File: config.mk
export PLATFORM = sky130hd
export DESIGN_NAME = hmr_hub_ctrl
export DESIGN_NICKNAME = d
export VERILOG_FILES = /design/src/logic/hmr_hub_ctrl.v /design/src/logic/hmr_event_latch.v
export VERILOG_INCLUDE_DIRS = /design/src /design/src/logic
export SDC_FILE = /design/constraint.sdc
export NUM_CORES = 1
export LEC_CHECK = 0
export BUFFER_PORTS_ARGS = -buffer_cell sky130_fd_sc_hd__buf_2
export CAP_MARGIN = 15
export CORE_MARGIN = 5
export CORE_UTILIZATION = 56
export DETAILED_ROUTE_END_ITERATION = 7
export PLACE_DENSITY_LB_ADDON = 0.12
export SETUP_SLACK_MARGIN = 0.3
export SYNTH_ARGS = -nofsm -noshare
export SYNTH_HDL_FRONTEND = slang
export SYNTH_HIERARCHICAL = 1
export SYNTH_SLANG_ARGS = --single-unit
File: constraint.sdc
create_clock -name clk_sys -period 2.2 [get_ports clk_sys]
set_input_delay 0.66 -clock clk_sys [delete_from_list [all_inputs] [get_ports clk_sys]]
set_output_delay 0.66 -clock clk_sys [all_outputs]
set_load 0.02 [all_outputs]
File: src/logic/hmr_defs.vh
// constants for the hub mode, reference clock select and interrupt block
// assumes inclusion by bare name from design files under logic/
`ifndef HMR_DEFS_VH
`define HMR_DEFS_VH

// register offsets and reset values on the serial slave port
`define HMR_OFS_EVENT_STATUS 8'he8
`define HMR_OFS_ENABLE_MASK 8'he9
`define HMR_RST_EVENT_STATUS 8'h00
`define HMR_RST_ENABLE_MASK 8'h00

// frequency codes, {secondary set, select[1:0]}
`define HMR_FREQ_38M4 3'h0
`define HMR_FREQ_26M0 3'h1
`define HMR_FREQ_19M2 3'h2
`define HMR_FREQ_12M0 3'h3
`define HMR_FREQ_24M0 3'h4
`define HMR_FREQ_27M0 3'h5
`define HMR_FREQ_25M0 3'h6
`define HMR_FREQ_50M0 3'h7

// initialisation stage length in ms, and cycles at the 100 MHz clock
`define HMR_INIT_TIME_MS 3
`define HMR_CLK_MHZ 100
`define HMR_INIT_CYCLES (`HMR_INIT_TIME_MS * 1000 * `HMR_CLK_MHZ)

`endif

File: src/logic/hmr_hub_ctrl.v
// hub mode control, reference clock select capture and interrupt pin
// assumes clk_sys is derived from the reference clock rising edge
`timescale 1ns/10ps
`include "hmr_defs.vh"

// Overview of operation
// RULE_01 - logic runs only on rising clock edges, duty cycle irrelevant
// RULE_02 - interrupt pin high at init: select 00..11 give 38.4/26/19.2/12 MHz
// RULE_03 - interrupt pin low at init: select 00..11 give 24/27/25/50 MHz
// RULE_04 - host holds pin low through init, then releases it to listen
// RULE_05 - status bits stay set until the host clears them
// RULE_06 - a bit sets only when its condition newly rises
// RULE_07 - interrupt conditions are recorded in the status register
// RULE_08 - a mask register chooses which status bits drive the pin
// RULE_09 - interrupt pin is open drain, pulled low when active
// RULE_10 - suspend option makes the pin show the hub suspend level
// RULE_11 - reset input low means standby, only watching the reset input
// RULE_12 - reset input high means full hub mode
// RULE_13 - in standby the pll is stopped and the core unpowered
// RULE_14 - configuration is lost in standby; host reconfigures afterwards
// RULE_15 - select pins and pin level are captured once during init
// RULE_16 - reset returns status and mask to defaults
// RULE_17 - pin active whenever any enabled status bit is set; here only while suspend_level_indicate is low
module hmr_hub_ctrl #(
    parameter INIT_CYCLES = `HMR_INIT_CYCLES,
    parameter NUM_COND = 8
) (
    input wire clk_sys,
    input wire reset,
    input wire reset_n_pin,
    input wire [1:0] ref_sel_pin,
    input wire irq_pin_in,
    output wire irq_pin_out,
    output wire irq_pin_oe_n,
    input wire [NUM_COND-1:0] hub_cond,
    input wire hub_suspended,
    input wire suspend_level_indicate,
    input wire reg_wr,
    input wire reg_rd,
    input wire [7:0] reg_addr,
    input wire [7:0] reg_wdata,
    output reg [7:0] reg_rdata,
    output wire hub_mode,
    output wire init_busy,
    output wire pll_enable,
    output wire core_power_en,
    output wire [2:0] ref_freq_code
);
    localparam ST_STANDBY = 2'd0;
    localparam ST_INIT = 2'd1;
    localparam ST_RUN = 2'd2;

    reg [1:0] state_q;
    reg [1:0] state_d;
    reg [31:0] init_cnt_q;
    reg rst_pin_s1_q;
    reg rst_pin_s2_q;
    reg [1:0] sel_s1_q;
    reg [1:0] sel_s2_q;
    reg irq_s1_q;
    reg irq_s2_q;
    reg [2:0] freq_q;
    reg [7:0] mask_q;
    reg irq_active_q;
    reg [7:0] rdata_d;
    wire [7:0] status;
    wire [7:0] clear_bits;
    wire in_hub;
    wire cond_live;
    wire [NUM_COND+7:0] cond_wide;
    wire [7:0] cond_bus;

    // decode one serial port register address
    function hit;
        input [7:0] addr;
        input [7:0] ofs;
        begin
            hit = (addr == ofs);
        end
    endfunction

    // pins from outside pass two flip-flops before use
    // the wire stages reset high to match the pull-up idle level
    always @(posedge clk_sys) begin // RULE_01
        if (reset) begin
            rst_pin_s1_q <= 1'b0;
            rst_pin_s2_q <= 1'b0;
            sel_s1_q <= 2'h0;
            sel_s2_q <= 2'h0;
            irq_s1_q <= 1'b1;
            irq_s2_q <= 1'b1;
        end else begin
            rst_pin_s1_q <= reset_n_pin;
            rst_pin_s2_q <= rst_pin_s1_q;
            sel_s1_q <= ref_sel_pin;
            sel_s2_q <= sel_s1_q;
            irq_s1_q <= irq_pin_in;
            irq_s2_q <= irq_s1_q;
        end
    end

    // mode sequencing: standby, init, then hub operation
    always @* begin
        state_d = state_q;
        case (state_q)
            ST_STANDBY: begin
                if (rst_pin_s2_q) begin
                    state_d = ST_INIT; // RULE_12
                end
            end
            ST_INIT: begin
                if (!rst_pin_s2_q) begin
                    state_d = ST_STANDBY;
                end else if (init_cnt_q >= INIT_CYCLES - 1) begin
                    state_d = ST_RUN;
                end
            end
            ST_RUN: begin
                if (!rst_pin_s2_q) begin
                    state_d = ST_STANDBY; // RULE_11
                end
            end
            default: begin
                state_d = ST_STANDBY;
            end
        endcase
    end

    always @(posedge clk_sys) begin
        if (reset) begin
            state_q <= ST_STANDBY;
            init_cnt_q <= 32'h0;
        end else begin
            state_q <= state_d;
            if (state_q == ST_INIT) begin
                init_cnt_q <= init_cnt_q + 32'h1;
            end else begin
                init_cnt_q <= 32'h0;
            end
        end
    end

    assign in_hub = (state_q != ST_STANDBY);
    assign hub_mode = (state_q == ST_RUN);
    assign init_busy = (state_q == ST_INIT);
    // standby stops the pll and powers the core down
    assign pll_enable = in_hub; // RULE_13
    assign core_power_en = in_hub; // RULE_13
    assign ref_freq_code = freq_q;

    // capture select pins and the pin level at the last init cycle;
    // the host must still be driving the pin low then to pick the second set;
    // the code is kept through standby on purpose: the pins are sampled
    // again at every init, so nothing stale survives into hub mode
    always @(posedge clk_sys) begin
        if (reset) begin
            freq_q <= `HMR_FREQ_38M4;
        end else if (state_q == ST_INIT && state_d == ST_RUN) begin // RULE_15
            freq_q <= {~irq_s2_q, sel_s2_q}; // RULE_02 RULE_03 RULE_04
        end
    end

    // software clears by writing ones to the status register
    assign clear_bits = (reg_wr && hub_mode && hit(reg_addr, `HMR_OFS_EVENT_STATUS)) ?
        reg_wdata : 8'h00;
    // conditions only count once the hub is running
    assign cond_live = hub_mode;
    // pad or trim the condition lines to the eight status bits; a narrower
    // hub ties the spare bits low, a wider one loses the lines above bit 7
    assign cond_wide = {8'h00, hub_cond};
    assign cond_bus = cond_wide[7:0];

    hmr_event_latch #(
        .WIDTH(8)
    ) u_latch (
        .clk_sys(clk_sys),
        .reset(reset | ~in_hub),
        .cond(cond_live ? cond_bus : 8'h00),
        .clear(clear_bits),
        .status(status)
    ); // RULE_07

    // mask register, wiped with the rest of the configuration in standby
    always @(posedge clk_sys) begin
        if (reset || !in_hub) begin
            mask_q <= `HMR_RST_ENABLE_MASK; // RULE_14 RULE_16
        end else if (reg_wr && hub_mode && hit(reg_addr, `HMR_OFS_ENABLE_MASK)) begin
            mask_q <= reg_wdata; // RULE_08
        end
    end

    // read data; unmapped addresses read zero
    always @* begin
        rdata_d = 8'h00;
        if (hit(reg_addr, `HMR_OFS_EVENT_STATUS)) begin
            rdata_d = status;
        end else if (hit(reg_addr, `HMR_OFS_ENABLE_MASK)) begin
            rdata_d = mask_q;
        end
    end

    // reads refused outside hub mode leave the last data standing
    always @(posedge clk_sys) begin
        if (reset) begin
            reg_rdata <= 8'h00;
        end else if (reg_rd && hub_mode) begin
            reg_rdata <= rdata_d;
        end
    end

    // pin level source: suspend indicator or masked status
    always @(posedge clk_sys) begin
        if (reset || !hub_mode) begin
            irq_active_q <= 1'b0;
        end else if (suspend_level_indicate) begin
            irq_active_q <= hub_suspended; // RULE_10
        end else begin
            irq_active_q <= |(status & mask_q); // RULE_17
        end
    end

    // open drain: drive low only when active, otherwise release
    assign irq_pin_out = 1'b0; // RULE_09
    assign irq_pin_oe_n = ~irq_active_q; // RULE_09
endmodule

File: src/logic/hmr_event_latch.v
// one sticky, event-driven status bit per condition line
// assumes conditions are already synchronous to clk_sys
`timescale 1ns/10ps
module hmr_event_latch #(
    parameter WIDTH = 8
) (
    input wire clk_sys,
    input wire reset,
    input wire [WIDTH-1:0] cond,
    input wire [WIDTH-1:0] clear,
    output wire [WIDTH-1:0] status
);
    reg [WIDTH-1:0] cond_q;
    reg [WIDTH-1:0] status_q;
    wire [WIDTH-1:0] rise;

    // only a fresh rising condition is an event; a held one is not
    assign rise = cond & ~cond_q; // RULE_06
    assign status = status_q;

    // set wins over a clear in the same cycle
    always @(posedge clk_sys) begin
        if (reset) begin
            cond_q <= {WIDTH{1'b0}};
            status_q <= {WIDTH{1'b0}}; // RULE_16
        end else begin
            cond_q <= cond;
            status_q <= (status_q & ~clear) | rise; // RULE_05
        end
    end
endmodule

==> impl_metrics.toml <==
[outcome]
status = "completed"

[setup_path]
cp_max_fo = 6
max_stage_delay_ns = 0.53
cp-end-kind = "flip-flop"
timing.rr.end = "init_cnt_q[27]"
r2r_slack_ns = 0.33
r2r_cells = 6
critPathRequiredTime_ns = 2.47
crit_chain = "buf_4, nand2_2, or2_1, or4_4, or3_1, a21oi_2"
start_kind = "flip-flop"
cpMaxStageDelayCell = "or4_4"
worstPathArrival_ns = 2.13
r2r_start = "init_cnt_q[0]"
setup.worst_path.class = "flip-flop to flip-flop"

[min_path]
hold_class = "flip-flop to flip-flop"
hp-start = "irq_s1_q"
min_to = "irq_s2_q"
hold_depth = 1

[synthesis]
ys.flop_type = "dfxtp_1"
synth.distinct_cells = 46
yosysSeqAreaShare_pct = 46.21
synthAdderAreaFrac_pct = 0.3702
yosys.area.top_type_share_pct = 46.21
synth.net_count = 402
syn_inst = 367
synth_edf_count = 0
ys_warn_count = 6
synthArstFlopShare_pct = 0
synth_mux_area_share_pct = 5.961
synth-seq-cells = 78
yosys.area_share.simple_pct = 30.40
synth.avg_cell_area_um2 = 9.208
syn_area_mm2 = 0.003379
synth_top_area_cell = "dfxtp_1"
synth.area.top_cells = "dfxtp_1, nor2_1, xor2_1"
synth_compound_area_share_pct = 8.034
synth_top_family_by_area = "simple AND/OR/NAND/NOR gates"
synth_xor_area_share_pct = 6.220

[detailed_routing]
firstDrtPassIters = 4
via_per_inst = 5.320
antenna_left = 0
drtIter0Drc = 162
post_drt_wl_per_cell_um = 12.77
drc_errors = 0
vias = 2692
wirelength_um = 6461

[sta]
worstMarginPinSlew_ns = 0.6623
hold_viol = 0
min_period_ns = 1.867
period_share_pct = 84.85
final.setup_skew_ns = 0.005708
fin_hold_ws_ns = 0.4234
slew_headroom_pct = 55.84
finalSetupViolations = 0
slew_viol_final = 0
max_freq_mhz = 535.7
fin_tns_setup_ns = 0
rsz0062_at_grt = "true"

[floorplan]
start_util_pct = 57.42
die_w_um = 87.69
io_pins = 51
die_area_mm2 = 0.007689
die_h_um = 87.69
row_count = 28
coreArea_mm2 = 0.005886

[placed_design]
dp_hpwl_um = 4584
portBuffers = 49
placed_cell_area_mm2 = 0.003720
gp_congestion = 0.7790

[global_route]
grt-ovfl-total = 0
grt_pass1_vias = 2638
antenna_found_initial = 0
grt_start_max_net_pins = 33
grt_first_pass_wirelength_um = 11380
grtUsageTotal_pct = 18.44

[clock_network]
cts_tree = "yes"
cts_buffers = 9
h-tree-depth = 3
root_buffer = "clkbuf_8"
clock_path_buffers = 2
insertion_delay_ns = 0.34
clk_pin_slew_ns = 0.08
cts_sinks = 78

[pwr]
cellPowerDensity_mw_per_mm2 = 675.1
p_leak_nw = 1.571
ir_worst_vdd_v = 0.0004746
power.total_mw = 2.742

[final_layout]
layout_commonest_cell = "dfxtp_1"
final_core_util_pct = 69.01
finish.instance_area_mm2 = 0.004061
diodes = 0
final_cell_mix = "dfxtp_1, nor2_1, buf_2, nand2b_1, and2_1"
drive_gt1_share_pct = 30.39
finalNetCount = 461
areaGrowthSynthToFinish_pct = 20.18

[job]
cap_viol_max_count = 0
-- worst max-delay path: cells and delay by family (launching register included) --
kind | cells | cell delay, ns
and+or+nand+nor | 4 | 1.19
DFF | 1 | 0.38
buffers and inverters | 1 | 0.12
AOI/OAI and AO/OA | 1 | 0.12
-- how the worst max path moves through the flow --
stage / from / slack (ns) / cells after the start / end
floorplan: reg_addr[2] / 0.27 / 5 / mask_q[0]
global placement: init_cnt_q[0] / 0.19 / 6 / ref_freq_code[2]
detailed placement: init_cnt_q[0] / 0.14 / 6 / ref_freq_code[2]
CTS: init_cnt_q[1] / 0.25 / 6 / ref_freq_code[2]
global route: init_cnt_q[0] / 0.27 / 6 / init_cnt_q[31]
finish: init_cnt_q[0] / 0.33 / 6 / init_cnt_q[27]
-- report_power, final --
group	total [mW]	internal, mW	switching [mW]
logic	0.0673	0.0350	0.0323
registers	1.42	1.41	0.00260
clock network	1.26	0.747	0.512
total	2.74	2.20	0.547
-- cell families after synthesis --
kind of cell / Yosys count
simple gates: 185
flops: 78
compound gates: 39
xor+xnor: 24
buf+inv: 20
mux: 19
fa+ha+maj: 1
other cells: 1
-- per-stage QoR --
stage,cells,worst slack (ns)
global placement,484,0.1920
CTS,503,0.2466
finish,506,0.3332
global route,506,0.2735
floorplan,367,0.2705
detailed placement,484,0.1363
-- area by class of cell --
| class | instances | area (um^2) |
|---|---|---|
| clock buffers | 9 | 123.9 |
| fillers | 483 | 1824 |
| well taps | 75 | 93.84 |
| multi-input cells | 269 | 1778 |
| repair buffers | 62 | 342.8 |
| flip-flops and latches | 78 | 1588 |
| inverters | 6 | 22.52 |
| clock inverters | 7 | 112.6 |
-- per-layer routing --
metal	wire length, um	GRT usage (%)
met5	0	0
met4	85	8.229
met2	2912	28.56
met1	3204	24.61
met3	258	4.139
-- state kept, by name, summed over array words and instances (netlist names) --
| register | count |
|---|---|
| init_cnt_q | 32 |
| mask_q | 8 |
| reg_rdata | 8 |
| u_latch/cond_q | 8 |
| u_latch/status | 8 |
| ref_freq_code | 3 |
| sel_s1_q | 2 |
| sel_s2_q | 2 |
| state_q | 2 |
| irq_active_q | 1 |
| irq_s1_q | 1 |
| irq_s2_q | 1 |
| rst_pin_s1_q | 1 |
| rst_pin_s2_q | 1 |
-- cells in the mapped netlist (2+ instances only) --
master     n
dfxtp_1   78
nor2_1    49
nand2b_1  24
and2_1    20
xor2_1    19
nand3_1   18
nand4_1   11
a22oi_1   10
clkbuf_1  10
mux2i_1   10
nand2_1   10
mux2_2     9
a21oi_2    8
nor2b_1    8
o21ai_0    8
a21oi_1    7
and2b_1    7
inv_1      6
nor3_1     6
or3_1      6
and3_1     5
xnor2_1    5
nor4_1     3
or2_2      3
a211oi_1   2
and2_2     2
and3_2     2
buf_4      2
nor2b_2    2
-- repair_timing --
action	in CTS	in global routing
pin swaps	2	10
setup buffers	3	3
gates resized for setup	5	22
setup endpoints to repair	5	10
hold buffers	0	0
No activity file was read; power rests on OpenSTA's default activity.
